===== src/timer_channel_pkg.sv =====
// Overview of operation
// RL1 - without center alignment and mode-b clear, mode-a picks capture (0) or compare (1)
// RL2 - outside party keeps the pin stable two bus cycles before entering capture
// RL3 - edge/level field 00 releases the pin regardless of other mode bits
// RL4 - capture edges: 01 rising, 10 falling, 11 either edge
// RL5 - compare match: 01 toggles, 10 drives low, 11 drives high
// RL6 - mode-b set gives edge-aligned pwm, high-true for 10, low-true for x1
// RL7 - center alignment forces center-aligned pwm on up-count compare, 10 or x1
// RL8 - 16-bit value holds capture or compare value, zero after reset
// RL9 - capture-mode read of either byte latches both until other byte is read
// RL10 - any status/control write unlatches the capture read buffer, debug or not
// RL11 - value writes are discarded while in capture mode
// RL12 - in debug reads leave latch state frozen and return the live value
// RL13 - compare/pwm writes go to a buffer; clock off updates on second byte
// RL14 - compare mode with clock: transfer at next counter step after both bytes
// RL15 - pwm with clock: transfer when counter reaches modulo, or 0xffff free-running
// RL16 - status/control write resets the write-buffer byte sequence, debug or not
// RL17 - bytes may arrive high first or low first, applied as one 16-bit value
// RL18 - in debug value writes go straight to the register, buffer state frozen
// RL19 - debug writes leave a half-done buffered write intact for later completion
// RL20 - unit-wide bit selects center-aligned pwm for all channels when set
// RL21 - counter clock select 00 means stopped, and is the reset state
`default_nettype none
package timer_channel_pkg;
    localparam logic [4:0] CHANNEL_STATUS_CONTROL_OFS = 5'h00;
    localparam logic [4:0] CHANNEL_VALUE_HIGH_OFS = 5'h04;
    localparam logic [4:0] CHANNEL_VALUE_LOW_OFS = 5'h08;
    localparam logic [4:0] UNIT_CONTROL_OFS = 5'h0c;

    localparam int SC_IE_BIT = 6;
    localparam int SC_MODE_B_BIT = 5;
    localparam int SC_MODE_A_BIT = 4;
    localparam int SC_EDGE_LEVEL_B_BIT = 3;
    localparam int SC_EDGE_LEVEL_A_BIT = 2;

    localparam int UC_CLK_SEL_LO_BIT = 0;
    localparam int UC_CLK_SEL_HI_BIT = 1;
    localparam int UC_CENTER_ALIGN_BIT = 5;
    localparam int UC_WRITE_PENDING_BIT = 8;
    localparam int UC_READ_LATCHED_BIT = 9;
    localparam int UC_WRITE_HIGH_SEEN_BIT = 10;
    localparam int UC_WRITE_LOW_SEEN_BIT = 11;

    localparam logic [7:0] STATUS_CONTROL_RESET = 8'h00;
    localparam logic [15:0] CHANNEL_VALUE_RESET = 16'h0000;
    localparam logic [1:0] CLK_SEL_RESET = 2'h0;
    localparam logic [15:0] FREE_RUN_TERMINAL = 16'hffff;
    localparam logic [15:0] FREE_RUN_MODULO = 16'h0000;

    localparam logic [1:0] EDGE_LEVEL_RELEASE = 2'h0;
    localparam logic [1:0] CLK_SEL_STOPPED = 2'h0;

    typedef enum logic [2:0] {
        MODE_CAPTURE,
        MODE_COMPARE,
        MODE_EDGE_PWM,
        MODE_CENTER_PWM
    } chan_mode_t;
endpackage : timer_channel_pkg
`default_nettype wire


===== src/timer_channel.sv =====
`timescale 1ns/1ps
`default_nettype none
module timer_channel #(
    parameter int VALUE_WIDTH = 16
) (
    input wire logic core_clk_in,
    input wire logic arst_n_in,
    input wire logic [4:0] address_in,
    input wire logic read_in,
    input wire logic write_in,
    input wire logic [31:0] writedata_in,
    input wire logic [3:0] byteenable_in,
    output logic [31:0] readdata_out,
    output logic waitrequest_out,
    input wire logic [15:0] counter_in,
    input wire logic counter_step_in,
    input wire logic count_up_in,
    input wire logic [15:0] modulo_in,
    input wire logic background_debug_active_in,
    input wire logic chan_pin_in,
    output logic chan_pin_out,
    output logic chan_pin_oe_out,
    output logic capture_event_out,
    output logic compare_event_out
);

    if (VALUE_WIDTH != 16) begin : g_width_check
        $error("timer_channel supports only a 16-bit channel value");
    end

    // bus handshake: one wait cycle, request taken on the second edge
    logic ack;
    logic req;
    logic take;
    logic take_write;
    logic take_read;
    logic [4:0] reg_addr;

    assign req = (read_in || write_in) && !(read_in && write_in);
    assign waitrequest_out = req && !ack;
    assign take = req && ack;
    assign take_write = take && write_in && byteenable_in[0];
    assign take_read = take && read_in;
    assign reg_addr = {address_in[4:2], 2'b00};

    always_ff @(posedge core_clk_in or negedge arst_n_in) begin
        if (!arst_n_in) begin
            ack <= 1'b0;
        end else begin
            ack <= req && !ack;
        end
    end

    // register fields
    logic chan_ie;
    logic chan_mode_b;
    logic chan_mode_a;
    logic edge_level_b;
    logic edge_level_a;
    logic center_align_select;
    logic counter_clk_sel_hi;
    logic counter_clk_sel_lo;
    logic [15:0] chan_value;

    logic wr_sc;
    logic wr_hi;
    logic wr_lo;
    logic wr_uc;
    logic rd_hi;
    logic rd_lo;

    assign wr_sc = take_write && reg_addr == timer_channel_pkg::CHANNEL_STATUS_CONTROL_OFS;
    assign wr_hi = take_write && reg_addr == timer_channel_pkg::CHANNEL_VALUE_HIGH_OFS;
    assign wr_lo = take_write && reg_addr == timer_channel_pkg::CHANNEL_VALUE_LOW_OFS;
    assign wr_uc = take_write && reg_addr == timer_channel_pkg::UNIT_CONTROL_OFS;
    assign rd_hi = take_read && reg_addr == timer_channel_pkg::CHANNEL_VALUE_HIGH_OFS;
    assign rd_lo = take_read && reg_addr == timer_channel_pkg::CHANNEL_VALUE_LOW_OFS;

    always_ff @(posedge core_clk_in or negedge arst_n_in) begin
        if (!arst_n_in) begin
            chan_ie <= timer_channel_pkg::STATUS_CONTROL_RESET[timer_channel_pkg::SC_IE_BIT];
            chan_mode_b <= timer_channel_pkg::STATUS_CONTROL_RESET[timer_channel_pkg::SC_MODE_B_BIT];
            chan_mode_a <= timer_channel_pkg::STATUS_CONTROL_RESET[timer_channel_pkg::SC_MODE_A_BIT];
            edge_level_b <= timer_channel_pkg::STATUS_CONTROL_RESET[timer_channel_pkg::SC_EDGE_LEVEL_B_BIT];
            edge_level_a <= timer_channel_pkg::STATUS_CONTROL_RESET[timer_channel_pkg::SC_EDGE_LEVEL_A_BIT];
        end else if (wr_sc) begin
            chan_ie <= writedata_in[timer_channel_pkg::SC_IE_BIT];
            chan_mode_b <= writedata_in[timer_channel_pkg::SC_MODE_B_BIT];
            chan_mode_a <= writedata_in[timer_channel_pkg::SC_MODE_A_BIT];
            edge_level_b <= writedata_in[timer_channel_pkg::SC_EDGE_LEVEL_B_BIT];
            edge_level_a <= writedata_in[timer_channel_pkg::SC_EDGE_LEVEL_A_BIT];
        end
    end

    always_ff @(posedge core_clk_in or negedge arst_n_in) begin
        if (!arst_n_in) begin
            center_align_select <= 1'b0;
            counter_clk_sel_hi <= timer_channel_pkg::CLK_SEL_RESET[1]; // RL21
            counter_clk_sel_lo <= timer_channel_pkg::CLK_SEL_RESET[0]; // RL21
        end else if (wr_uc) begin
            center_align_select <= writedata_in[timer_channel_pkg::UC_CENTER_ALIGN_BIT]; // RL20
            counter_clk_sel_hi <= writedata_in[timer_channel_pkg::UC_CLK_SEL_HI_BIT];
            counter_clk_sel_lo <= writedata_in[timer_channel_pkg::UC_CLK_SEL_LO_BIT];
        end
    end

    // mode decode
    timer_channel_pkg::chan_mode_t mode;
    logic [1:0] edge_level;
    logic pin_used;
    logic clk_stopped;

    assign edge_level = {edge_level_b, edge_level_a};
    assign pin_used = edge_level != timer_channel_pkg::EDGE_LEVEL_RELEASE; // RL3
    assign clk_stopped = {counter_clk_sel_hi, counter_clk_sel_lo} == timer_channel_pkg::CLK_SEL_STOPPED; // RL21

    always_comb begin
        if (center_align_select) begin
            mode = timer_channel_pkg::MODE_CENTER_PWM; // RL7 RL20
        end else if (chan_mode_b) begin
            mode = timer_channel_pkg::MODE_EDGE_PWM; // RL6
        end else if (chan_mode_a) begin
            mode = timer_channel_pkg::MODE_COMPARE; // RL1
        end else begin
            mode = timer_channel_pkg::MODE_CAPTURE; // RL1
        end
    end

    logic in_capture;
    logic in_pwm;
    assign in_capture = mode == timer_channel_pkg::MODE_CAPTURE;
    assign in_pwm = mode == timer_channel_pkg::MODE_EDGE_PWM || mode == timer_channel_pkg::MODE_CENTER_PWM;

    // pin synchroniser and edge detect
    logic pin_meta;
    logic pin_sync;
    logic pin_prev;
    logic cap_hit;

    always_ff @(posedge core_clk_in or negedge arst_n_in) begin
        if (!arst_n_in) begin
            pin_meta <= 1'b0;
            pin_sync <= 1'b0;
            pin_prev <= 1'b0;
        end else begin
            pin_meta <= chan_pin_in;
            pin_sync <= pin_meta;
            pin_prev <= pin_sync;
        end
    end

    // a pin that moved just before entering capture shows as an edge here
    assign cap_hit = in_capture && ((edge_level_a && pin_sync && !pin_prev)
        || (edge_level_b && !pin_sync && pin_prev)); // RL4 RL2

    // compare match sees the count that the counter has just taken
    logic match;
    assign match = counter_step_in && counter_in == chan_value && !in_capture;

    always_ff @(posedge core_clk_in or negedge arst_n_in) begin
        if (!arst_n_in) begin
            capture_event_out <= 1'b0;
            compare_event_out <= 1'b0;
        end else begin
            capture_event_out <= cap_hit;
            compare_event_out <= match;
        end
    end

    // capture read buffer
    logic rd_latched;
    logic rd_first_high;
    logic [15:0] rd_buf;

    always_ff @(posedge core_clk_in or negedge arst_n_in) begin
        if (!arst_n_in) begin
            rd_latched <= 1'b0;
            rd_first_high <= 1'b0;
            rd_buf <= timer_channel_pkg::CHANNEL_VALUE_RESET;
        end else if (wr_sc) begin
            rd_latched <= 1'b0; // RL10
        end else if (in_capture && !background_debug_active_in && (rd_hi || rd_lo)) begin // RL12
            if (!rd_latched) begin
                rd_latched <= 1'b1; // RL9
                rd_first_high <= rd_hi;
                rd_buf <= chan_value;
            end else if (rd_first_high ? rd_lo : rd_hi) begin
                rd_latched <= 1'b0; // RL9
            end
        end
    end

    // compare write buffer
    logic wr_high_seen;
    logic wr_low_seen;
    logic wr_pending;
    logic [15:0] wr_buf;
    logic buf_wr_hi;
    logic buf_wr_lo;
    logic both_done;
    logic [15:0] next_buf;
    logic [15:0] pwm_terminal;
    logic transfer;

    assign buf_wr_hi = wr_hi && !in_capture && !background_debug_active_in; // RL11 RL18
    assign buf_wr_lo = wr_lo && !in_capture && !background_debug_active_in; // RL11 RL18
    assign both_done = (wr_high_seen || buf_wr_hi) && (wr_low_seen || buf_wr_lo) && (buf_wr_hi || buf_wr_lo); // RL17
    assign next_buf = {buf_wr_hi ? writedata_in[7:0] : wr_buf[15:8],
        buf_wr_lo ? writedata_in[7:0] : wr_buf[7:0]};
    assign pwm_terminal = modulo_in == timer_channel_pkg::FREE_RUN_MODULO
        ? timer_channel_pkg::FREE_RUN_TERMINAL : modulo_in;

    always_comb begin
        transfer = 1'b0;
        if (wr_pending && !clk_stopped && !background_debug_active_in) begin
            case (mode)
                timer_channel_pkg::MODE_COMPARE: transfer = counter_step_in; // RL14
                timer_channel_pkg::MODE_EDGE_PWM,
                timer_channel_pkg::MODE_CENTER_PWM: transfer = counter_step_in && counter_in == pwm_terminal; // RL15
                default: transfer = 1'b0;
            endcase
        end
    end

    always_ff @(posedge core_clk_in or negedge arst_n_in) begin
        if (!arst_n_in) begin
            wr_high_seen <= 1'b0;
            wr_low_seen <= 1'b0;
            wr_pending <= 1'b0;
            wr_buf <= timer_channel_pkg::CHANNEL_VALUE_RESET;
        end else if (wr_sc) begin
            wr_high_seen <= 1'b0; // RL16
            wr_low_seen <= 1'b0; // RL16
            wr_pending <= 1'b0; // RL16
        end else if (buf_wr_hi || buf_wr_lo) begin
            wr_buf <= next_buf; // RL13
            if (both_done) begin
                wr_high_seen <= 1'b0;
                wr_low_seen <= 1'b0;
                wr_pending <= !clk_stopped; // RL13 RL14 RL15
            end else begin
                wr_high_seen <= wr_high_seen || buf_wr_hi;
                wr_low_seen <= wr_low_seen || buf_wr_lo;
                // a same-cycle transfer took the old pair, so the half write must not ride on it
                wr_pending <= wr_pending && !transfer;
            end
        end else if (transfer) begin
            wr_pending <= 1'b0;
        end
    end

    // channel value: capture, buffered transfer or direct debug write
    always_ff @(posedge core_clk_in or negedge arst_n_in) begin
        if (!arst_n_in) begin
            chan_value <= timer_channel_pkg::CHANNEL_VALUE_RESET; // RL8
        end else if (cap_hit) begin
            chan_value <= counter_in; // RL8
        end else if (background_debug_active_in && !in_capture && (wr_hi || wr_lo)) begin
            // direct path leaves the buffer alone so a split write finishes later
            if (wr_hi) begin
                chan_value[15:8] <= writedata_in[7:0]; // RL18 RL19
            end else begin
                chan_value[7:0] <= writedata_in[7:0]; // RL18 RL19
            end
        end else if (both_done && clk_stopped) begin
            chan_value <= next_buf; // RL13 RL17
        end else if (transfer) begin
            chan_value <= wr_buf; // RL14 RL15 RL19
        end
    end

    // pin output level
    logic pin_level;

    always_ff @(posedge core_clk_in or negedge arst_n_in) begin
        if (!arst_n_in) begin
            pin_level <= 1'b0;
        end else if (match) begin
            case (mode)
                timer_channel_pkg::MODE_COMPARE: begin
                    case (edge_level)
                        2'h1: pin_level <= !pin_level; // RL5
                        2'h2: pin_level <= 1'b0; // RL5
                        2'h3: pin_level <= 1'b1; // RL5
                        default: pin_level <= pin_level;
                    endcase
                end
                timer_channel_pkg::MODE_EDGE_PWM: pin_level <= edge_level_a; // RL6
                timer_channel_pkg::MODE_CENTER_PWM: pin_level <= count_up_in ? edge_level_a : !edge_level_a; // RL7
                default: pin_level <= pin_level;
            endcase
        end else if (mode == timer_channel_pkg::MODE_EDGE_PWM && counter_step_in
            && counter_in == timer_channel_pkg::FREE_RUN_MODULO) begin
            pin_level <= !edge_level_a; // RL6
        end
    end

    assign chan_pin_out = pin_level;
    assign chan_pin_oe_out = pin_used && !in_capture; // RL3

    // read data, registered on the wait cycle
    logic [31:0] next_readdata;

    always_comb begin
        next_readdata = 32'h0000_0000;
        case (reg_addr)
            timer_channel_pkg::CHANNEL_STATUS_CONTROL_OFS: begin
                next_readdata[timer_channel_pkg::SC_IE_BIT] = chan_ie;
                next_readdata[timer_channel_pkg::SC_MODE_B_BIT] = chan_mode_b;
                next_readdata[timer_channel_pkg::SC_MODE_A_BIT] = chan_mode_a;
                next_readdata[timer_channel_pkg::SC_EDGE_LEVEL_B_BIT] = edge_level_b;
                next_readdata[timer_channel_pkg::SC_EDGE_LEVEL_A_BIT] = edge_level_a;
            end
            timer_channel_pkg::CHANNEL_VALUE_HIGH_OFS:
                next_readdata[7:0] = (rd_latched && in_capture && !background_debug_active_in)
                    ? rd_buf[15:8] : chan_value[15:8]; // RL9 RL12
            timer_channel_pkg::CHANNEL_VALUE_LOW_OFS:
                next_readdata[7:0] = (rd_latched && in_capture && !background_debug_active_in)
                    ? rd_buf[7:0] : chan_value[7:0]; // RL9 RL12
            timer_channel_pkg::UNIT_CONTROL_OFS: begin
                next_readdata[timer_channel_pkg::UC_CLK_SEL_LO_BIT] = counter_clk_sel_lo;
                next_readdata[timer_channel_pkg::UC_CLK_SEL_HI_BIT] = counter_clk_sel_hi;
                next_readdata[timer_channel_pkg::UC_CENTER_ALIGN_BIT] = center_align_select;
                next_readdata[timer_channel_pkg::UC_WRITE_PENDING_BIT] = wr_pending;
                next_readdata[timer_channel_pkg::UC_READ_LATCHED_BIT] = rd_latched;
                next_readdata[timer_channel_pkg::UC_WRITE_HIGH_SEEN_BIT] = wr_high_seen;
                next_readdata[timer_channel_pkg::UC_WRITE_LOW_SEEN_BIT] = wr_low_seen;
            end
            default: next_readdata = 32'h0000_0000;
        endcase
    end

    always_ff @(posedge core_clk_in or negedge arst_n_in) begin
        if (!arst_n_in) begin
            readdata_out <= 32'h0000_0000;
        end else if (read_in && !ack) begin
            readdata_out <= next_readdata;
        end
    end

endmodule : timer_channel
`default_nettype wire


===== config.mk =====
export PLATFORM = sky130hd
export DESIGN_NAME = timer_channel
export DESIGN_NICKNAME = d
export VERILOG_FILES = /design/src/timer_channel_pkg.sv /design/src/timer_channel.sv
export SDC_FILE = /design/constraint.sdc
export NUM_CORES = 1
export LEC_CHECK = 0
export BUFFER_PORTS_ARGS = -buffer_cell sky130_fd_sc_hd__buf_4
export CORE_ASPECT_RATIO = 0.7
export CORE_MARGIN = 2
export CORE_UTILIZATION = 54
export DETAILED_ROUTE_END_ITERATION = 8
export PLACE_DENSITY = 0.85
export SLEW_MARGIN = 5
export SYNTH_ARGS = -nofsm -noshare
export SYNTH_HDL_FRONTEND = slang
export SYNTH_SLANG_ARGS = --single-unit

===== constraint.sdc =====
create_clock -name core_clk_in -period 3.7 [get_ports core_clk_in]
set_clock_uncertainty 0.1 [all_clocks]
set_input_delay 0.555 -clock core_clk_in [delete_from_list [all_inputs] [get_ports core_clk_in]]
set_output_delay 0.555 -clock core_clk_in [all_outputs]
set_load 0.05 [all_outputs]

Word-level counts from Yosys, hierarchy flattened
Cells that the tools add are included.
{"block": "classes", "n_eq_ne": 15, "muxes": 42, "n_bitwise": 2, "reduce_logical": 75}
{"operator": "$mux W16", "n": 5}
{"operator": "$mux W8", "n": 6}
{"operator": "$logic_and A1 B1 Y1", "n": 41}
{"operator": "$eq A16 B16 Y1", "n": 2}
{"operator": "$logic_not A16 Y1", "n": 2}
{"operator": "$mux W1", "n": 20}
{"operator": "$logic_not A1 Y1", "n": 10}
{"operator": "$eq A3 B2 Y1 const B", "n": 3}
{"operator": "$pmux W1 S3", "n": 3}
{"operator": "$pmux W3 S3", "n": 1}
{"operator": "$reduce_bool A2 Y1", "n": 4}
{"operator": "$logic_or A1 B1 Y1", "n": 7}
{"operator": "$eq A2 B2 Y1 const B", "n": 3}
{"operator": "$eq A3 B1 Y1 const B", "n": 2}
{"operator": "$ne A3 B3 Y1 const B", "n": 2}
{"operator": "$pmux W2 S3", "n": 1}
{"operator": "$reduce_and A2 Y1", "n": 3}
{"operator": "$reduce_and A3 Y1", "n": 2}
{"operator": "$logic_not A5 Y1", "n": 1}
{"operator": "$ne A5 B2 Y1 const B", "n": 1}
{"operator": "$mux W2", "n": 2}
{"operator": "$mux W4", "n": 1}
{"operator": "$ne A4 B1 Y1 const B", "n": 1}
{"operator": "$pmux W1 S2", "n": 2}
{"operator": "8 further kinds", "n": 9}
{"block": "totals", "reg_bits": 80, "in_bits": 81}

Depth between registers and ports, before layout
Gate-level depths: netlist of run 1.
{"block": "logic_depth", "ltp_word": 16, "ltp_mapped": 12, "depth_no_buf": 10}

Least setup slack after synthesis of run 1
No wires, ideal clock.
{"block": "synth_timing", "kind": "in2reg", "start": "input modulo_in[8]", "end": "register chan_value[0]", "setup_ps": 125, "t_arrival_ps": 2673, "required_ps": 3475, "setup_slack_ps": 802, "cell_stages": 7, "n_path_buf": 0, "cell_sequence": "or4_4 o41ai_2 a311oi_1 a2111oi_4 nand4_2 nand3_4 mux2_4"}
{"block": "synth_between", "elab_chain_cells": 8}
{"element": "from (decl)", "line_no": "timer_channel.sv:18", "text": "input wire logic [15:0] modulo_in,"}
{"element": "$logic_not A16 Y1", "line_no": "timer_channel.sv:210", "text": "assign pwm_terminal = modulo_in == timer_channel_pkg::FREE_RUN_MODULO"}
{"element": "$mux W16 *", "line_no": "timer_channel.sv:211", "text": "? timer_channel_pkg::FREE_RUN_TERMINAL : modulo_in;"}
{"element": "$eq A16 B16 Y1 *", "line_no": "timer_channel.sv:219", "text": "timer_channel_pkg::MODE_CENTER_PWM: transfer = counter_step_in && counter_in == pwm_terminal;"}
{"element": "$logic_and A1 B1 Y1 *", "line_no": "timer_channel.sv:219"}
{"element": "$pmux W1 S2 *", "line_no": "timer_channel.sv:216", "text": "case (mode)"}
{"element": "$mux W1 *", "line_no": "timer_channel.sv:215", "text": "if (wr_pending && !clk_stopped && !background_debug_active_in) begin"}
{"element": "$reduce_bool A4 Y1 (no source line) *"}
{"element": "$reduce_and A2 Y1 (no source line) *"}
{"element": "to (signal assigned)", "line_no": "timer_channel.sv:255", "text": "chan_value <= timer_channel_pkg::CHANNEL_VALUE_RESET;"}
{"element": "to (signal assigned)", "line_no": "timer_channel.sv:257", "text": "chan_value <= counter_in;"}
{"element": "to (signal assigned)", "line_no": "timer_channel.sv:263", "text": "chan_value[7:0] <= writedata_in[7:0];"}
{"element": "to (decl)", "line_no": "timer_channel.sv:63", "text": "logic [15:0] chan_value;"}
Every way passes the cells marked *; elsewhere a longest branch is shown, timed or not.
A chain may end at the register's enable or synchronous reset.

Final worst setup path of run 1
{"block": "layout_timing", "start": "register center_align_select", "end": "register chan_value[6]"}
{"block": "layout_between", "elab_chain_cells": 12, "elab_cells_between_ends": 29}
{"element": "from (decl)", "line_no": "timer_channel.sv:60", "text": "logic center_align_select;"}
{"element": "from (signal assigned)", "line_no": "timer_channel.sv:101", "text": "center_align_select <= writedata_in[timer_channel_pkg::UC_CENTER_ALIGN_BIT];"}
{"element": "$mux W2 *", "line_no": "timer_channel.sv:118", "text": "if (center_align_select) begin"}
{"element": "$logic_not A3 Y1", "line_no": "timer_channel.sv:131", "text": "assign in_capture = mode == timer_channel_pkg::MODE_CAPTURE;"}
{"element": "$logic_not A1 Y1", "line_no": "timer_channel.sv:205, timer_channel.sv:206, timer_channel.sv:258"}
{"element": "$logic_and A1 B1 Y1, on equally long branches (2 in series)", "line_no": "timer_channel.sv:205, timer_channel.sv:206"}
{"element": "$logic_or A1 B1 Y1", "line_no": "timer_channel.sv:207", "text": "assign both_done = (wr_high_seen || buf_wr_hi) && (wr_low_seen || buf_wr_lo) && (buf_wr_hi || buf_wr_lo);"}
{"element": "$logic_and A1 B1 Y1 (2 in series)", "line_no": "timer_channel.sv:207"}
{"element": "$logic_and A1 B1 Y1", "line_no": "timer_channel.sv:265", "text": "end else if (both_done && clk_stopped) begin"}
{"element": "$mux W16", "line_no": "timer_channel.sv:265"}
{"element": "$mux W16", "line_no": "timer_channel.sv:258", "text": "end else if (background_debug_active_in && !in_capture && (wr_hi || wr_lo)) begin"}
{"element": "$mux W16", "line_no": "timer_channel.sv:256", "text": "end else if (cap_hit) begin"}
{"element": "to (signal assigned)", "line_no": "timer_channel.sv:255"}
{"element": "to (signal assigned)", "line_no": "timer_channel.sv:257"}
{"element": "to (signal assigned)", "line_no": "timer_channel.sv:266", "text": "chan_value <= next_buf;"}
Marks and branches as above.

==> metrics, run 1 <==
sequential-to-total area share from yosys stat 40.7%; Routed Antenna Nets 0; power density of the placed cells 413 mW/mm^2; number of vias in the routed layout 3,885; startpoint of the worst register-to-register path center_align_select; number of buffers inserted by hold repair at cts 0; type of the setup path with the least slack reg -> reg; die outline height 83.8 microns; total clock buffers created by CTS 9; register clock-pin slew on the reported worst setup and hold paths 0.07 ns; die area 0.00989 sq mm; total setup buffers inserted after CTS 0; Final setup viols 0; initial antenna violation count 0; die width 118 microns; Root Buffer Master clkbuf_16; wire length of the first global-routing pass 20,500 microns; number of flops mapped to enable cells by yosys 0; CORE AREA 0.00896 sq mm; Resized Gates After CTS 0; # IOs 118; pin count of the biggest net entering global routing 81; aggregate global-route resource usage 26.9%; proportion of layout cells with a drive suffix above 1 31.7%; setup repair after global routing missed its margin no; routability-driven placement congestion ratio 0.887; global-route congestion overflow total 0; Switching Fraction 29.5%; status completed; Worst-Margin Slew 1.02 ns; DR WL/cell 19.3 microns; row cnt 29; power dissipated by switching net loads 713 uW; critical path startpoint category flop; Post-layout nets 620; maxcap violations 0; final setup margin 0.567 ns; relative contribution of combinational cells to total power 19.3%; post-route fraction of the period consumed by the critical path 84.7%; Avg Vias per Cell 5.85; Reg power frac 40.4%; DR pass1 iterations 5; number of antenna cells inserted 0; I/O Buffers 68; post-synthesis instance area 0.00491 sq mm; estimated wirelength of the detail-placed design 9480 microns; Setup crit end kind flop; relative slew slack 31.8%; biggest fanout along the worst timing path 6; Arr. time, crit path 3.26 ns; distinct cell type count of the synthesized netlist 60; Tmin final 3.13 ns; Total Neg Setup Slack 0 ns; Syn. warnings 0; clock network power share 40.3%; Post-synth top flop dfrtp_1; leakage power figure 2.85 nW; Worst EP required 3.83 ns; Initial Utilization 54.8%; clock latency reported for the late side of the worst-skew pair 0.35 ns; count of mapped cells out of synthesis 465; number of global-route vias before repair 3,840; DRC marker count from the first detailed-route iteration 313; synthesized flop and latch total 80; fraction of the core area covered by cells at the end of the flow 65.3%; WL final 12,800 microns; worst slack at placement 0.398 ns; maximum buffer depth of the clock tree 2; Setup crit start center_align_select; relative area change from synthesis to final layout 19.0%; CTS tree yes; worst vdd ir 0.465 mV; origin of the worst min-delay path chan_pin_in; classification of the worst-slack hold path in -> reg; H-Tree Level Count 3; Remaining DRCs 0; Synth async-reset ratio 100%; Post-Syn Area per Cell 10.6 sq um; Max Slew Vio Count 0; fmax 319 MHz; count of endpoints failing hold in the final timing report 0; internal cell power 1.71 mW; count of clock tree sinks 80
[final timing paths]
| kind | slack [ns] | cells past startpoint | to |
|---|---|---|---|
| max | 0.57 | 9 | chan_value[6] |
| min reg2reg | 0.25 | 0 | pin_sync |
| min in group asynchronous | 0.24 | 1 | chan_value[12] |
| max in group asynchronous | 2.55 | 1 | chan_value[7] |
| min | 0.22 | 1 | pin_meta |
| max reg2reg | 0.57 | 9 | chan_value[6] |
[cells by family (layout without fill, tap and decap cells)]
family | Yosys count | count (layout) | synth area share, %
flip-flops | 80 | 80 | 40.7
buffers and inverters | 48 | 104 | 5.19
AO/OA/AOI/OAI | 83 | 83 | 11.6
adder cells (fa/ha/maj) | 4 | 4 | 1.02
XOR/XNOR | 26 | 26 | 4.63
AND/OR/NAND/NOR | 135 | 135 | 16.2
multiplexers | 88 | 88 | 20.6
other | 1 | 20 | 0.0763
[per-stage QoR]
| stage | area, sq um | hold slack (ns) | total power, mW | cells |
|---|---|---|---|---|
| after floorplan | 4980 | 0.159 | 1.29 | 484 |
| after global placement | 5530 | 0.233 | 1.43 | 648 |
| after detailed placement | 5530 | 0.237 | 1.45 | 648 |
| after CTS | 5850 | 0.210 | 2.42 | 664 |
| after global routing | 5850 | 0.210 | 2.50 | 664 |
| final | 5850 | 0.217 | 2.42 | 664 |
[power groups by stage]
stage | combinational, mW | clock [mW] | sequential (mW)
finish | 0.467 | 0.974 | 0.977
global route | 0.502 | 1.02 | 0.981
CTS | 0.463 | 0.980 | 0.975
detailed placement | 0.458 | 0 | 0.991
global placement | 0.444 | 0 | 0.986
floorplan | 0.285 | 0 | 1.00
[cells in the final DEF (no fill, tap or decap), types with 5 or more instances in the layout]
cell type	synthesis	layout
buf_4	20	83
nor4_1	10	10
a41oi_1	6	6
nor3_1	10	10
clkbuf_16	0	9
conb_1	1	20
o22ai_1	7	7
mux2i_1	32	32
nor2b_1	9	9
dfrtp_1	80	80
xor2_1	20	20
a21oi_1	13	13
xnor2_1	6	6
o21ai_0	23	23
nor2_1	18	18
inv_1	5	5
o21ai_1	6	6
nand3_1	6	6
mux2_4	16	16
mux2_2	40	40
nand2_1	49	49
[registers in the layout, indices dropped and copies added, names as in the netlist, 12 cells and up]
| signal | count |
|---|---|
| chan_value | 16 |
| rd_buf | 16 |
| readdata_out | 12 |
| wr_buf | 16 |
[synthesized netlist by cell type (7+ instances only)]
master	instances	area [sq um]
nor4_1	10	62.6
a21oi_1	13	65.1
mux2_4	16	240
dfrtp_1	80	2000
nor2b_1	9	56.3
nor3_1	10	50.1
o22ai_1	7	43.8
nand2_1	49	184
mux2i_1	32	320
xor2_1	20	175
buf_4	20	150
nor2_1	18	67.6
clkbuf_1	21	78.8
mux2_2	40	450
o21ai_0	23	115
[layout make-up]
class | count | area [sq um]
Tap cell | 124 | 155
Multi-Input combinational cell | 356 | 2730
Timing Repair Buffer | 83 | 623
Sequential cell | 80 | 2000
Clock buffer | 11 | 243
Fill cell | 674 | 3110
Inverter | 5 | 18.8
Clock inverter | 5 | 80.1
[metal layers]
layer / track usage (%) / part of all wire (%)
met5: 0 / 0
met2: 40.9 / 44
met4: 7.01 / 1.7
met3: 9.77 / 8.4
met1: 36.7 / 46
[critical path, stage by stage, from the launching register on]
cell and delay (ns):
dfrtp_1 0.43, nor2_1 0.31, ha_1 0.42, nor2_1 0.11
and3_1 0.25, a31oi_2 0.33, buf_4 0.24, mux2i_1 0.41
o21ai_0 0.13, mux2_4 0.27
(Power assumes the default switching activity.)
==> run 2: changes to the inputs <==
Settings changed: CORE_UTILIZATION 54 to 49, PLACE_DENSITY 0.85 to 0.82.
Clock period 3.7 ns to 2.6 ns, I/O delays scaled along.
==> metrics, run 2 (same netlist as run 1, synthesis figures left out) <==
H-Tree Level Count 3; overall power 3.46 mW; biggest fanout along the worst timing path 8; Arr. time, crit path 2.81 ns; global-route congestion overflow total 0; estimated wirelength of the detail-placed design 10,500 microns; pin count of the biggest net entering global routing 43; Avg Vias per Cell 5.88; worst vdd ir 0.399 mV; CORE AREA 0.00972 sq mm; Worst EP required 2.72 ns; proportion of layout cells with a drive suffix above 1 40.9%; endpoint of the worst hold-timing path pin_meta; I/O Buffers 68; Initial Utilization 50.5%; Routed Antenna Nets 0; die outline height 87.8 microns; number of vias in the routed layout 4,257; status complete, but fails checks; initial antenna violation count 0; Total Neg Setup Slack -1.15 ns; final setup margin -0.0912 ns; fraction of the core area covered by cells at the end of the flow 66.5%; CP max stage delay 0.58 ns; classification of the worst-slack hold path in -> reg; number of antenna cells inserted 0; count of cells along the worst hold path 1; worst reg2reg setup slack 0.03 ns; die width 124 microns; power density of the placed cells 535 mW/mm^2; Reg2Reg Depth 9; number of global-route vias before repair 4,260; origin of the worst min-delay path chan_pin_in; count of endpoints failing hold in the final timing report 0; # IOs 118; routability-driven placement congestion ratio 0.908; startpoint of the worst register-to-register path chan_mode_b; wire length of the first global-routing pass 22,800 microns; type of the setup path with the least slack in -> reg; highest-count cells in the layout ignoring fill and taps buf_4 (129), dfrtp_1 (80), nand2_1 (49); CTS tree yes; die area 0.0109 sq mm; maxcap violations 0; post-route fraction of the period consumed by the critical path 104%; maximum buffer depth of the clock tree 2; DR pass1 iterations 5; DR WL/cell 20.1 microns; biggest regs chan_value: 16 flops, rd_buf: 16 flops, wr_buf: 16 flops; Worst-Margin Slew 0.576 ns; Tmin final 2.69 ns; WL final 14,500 microns; failing checks negative setup slack; Root Buffer Master clkbuf_16; critical path startpoint category primary input; Final setup viols 16; relative slew slack 61.6%; Remaining DRCs 0; DRC marker count from the first detailed-route iteration 491; fmax 372 MHz; Max Slew Vio Count 0; relative area change from synthesis to final layout 31.6%; Post-layout nets 676; leakage power figure 3.18 nW; register clock-pin slew on the reported worst setup and hold paths 0.06 ns; R2R Path End chan_value[5]; total clock buffers created by CTS 9; clock latency reported for the late side of the worst-skew pair 0.34 ns; leading cell type in the layout, fill and taps excluded buf_4; cell with the largest stage delay on the worst path or4_4; Setup crit end kind flop; count of clock tree sinks 80; row cnt 30; aggregate global-route resource usage 28.1%; setup repair after global routing missed its margin yes; cell chain of the critical path buf_6, or4_4, nor4_4, nand4_1, a2111oi_4, nand4_2, nand3_4, mux2_4
[run 2: power breakdown]
| group | leakage (nW) | internal [mW] | switching [mW] | total [mW] |
|---|---|---|---|---|
| clock | 0.150 | 0.793 | 0.479 | 1.27 |
| sequential | 1.09 | 1.32 | 0.0656 | 1.39 |
| combinational | 1.94 | 0.327 | 0.473 | 0.800 |
[run 2: per-layer routing]
layer	global-route usage [%]	wire length [microns]	share of wire (%)	up-vias
met4	7.44	242	1.7	0
met3	10.9	1520	10	30
li1	-	-	-	1905
met2	44.5	6720	46	225
met5	0	0	0	-
met1	36.2	6040	42	2097
[run 2: worst max path at each step]
stage | from | endpoint | slack, ns | cells past startpoint
2_1_floorplan | modulo_in[8] | chan_value[0] | -0.13 | 7
3_3_place_gp | modulo_in[8] | chan_value[9] | -0.41 | 8
3_5_place_dp | modulo_in[8] | chan_value[5] | -0.51 | 8
4_1_cts | chan_mode_b | chan_value[12] | -0.05 | 12
5_1_grt | modulo_in[6] | chan_value[13] | -0.17 | 8
6_report | modulo_in[6] | chan_value[13] | -0.09 | 8
[run 2: timing repair]
item	CTS	global route
pin swaps	11	7
hold buffers	1	0
gates cloned	0	0
setup endpoints to repair	16	25
resized for setup	15	16
endpoints found under the hold margin	41	0
buffers inserted	4	3
[run 2: area by class of cell]
class | instances | area (sq um)
clock buffer | 13 | 260
clock inverter | 3 | 40.0
fill | 722 | 3260
inverter | 5 | 18.8
multi-input combinational | 356 | 2880
sequential | 80 | 2000
tap | 128 | 160
timing repair buffer | 139 | 1110
[run 2: worst max-delay path: cells and delay by family]
kind	cells	cell delay, ns
and+or+nand+nor	5	1.62
muxes	1	0.33
buffers and inverters	1	0.09
AOI/OAI and AO/OA	1	0.37
[run 2: stage by stage]
stage	cell area [sq um]	worst slack [ns]	hold slack [ns]	std cells
2_1_floorplan	5000	-0.133	-0.00559	484
3_3_place_gp	5950	-0.407	0.235	700
3_5_place_dp	5950	-0.513	0.239	700
4_1_cts	6380	-0.0493	0.0484	721
5_1_grt	6460	-0.174	0.0494	724
6_report	6460	-0.0912	0.0578	724
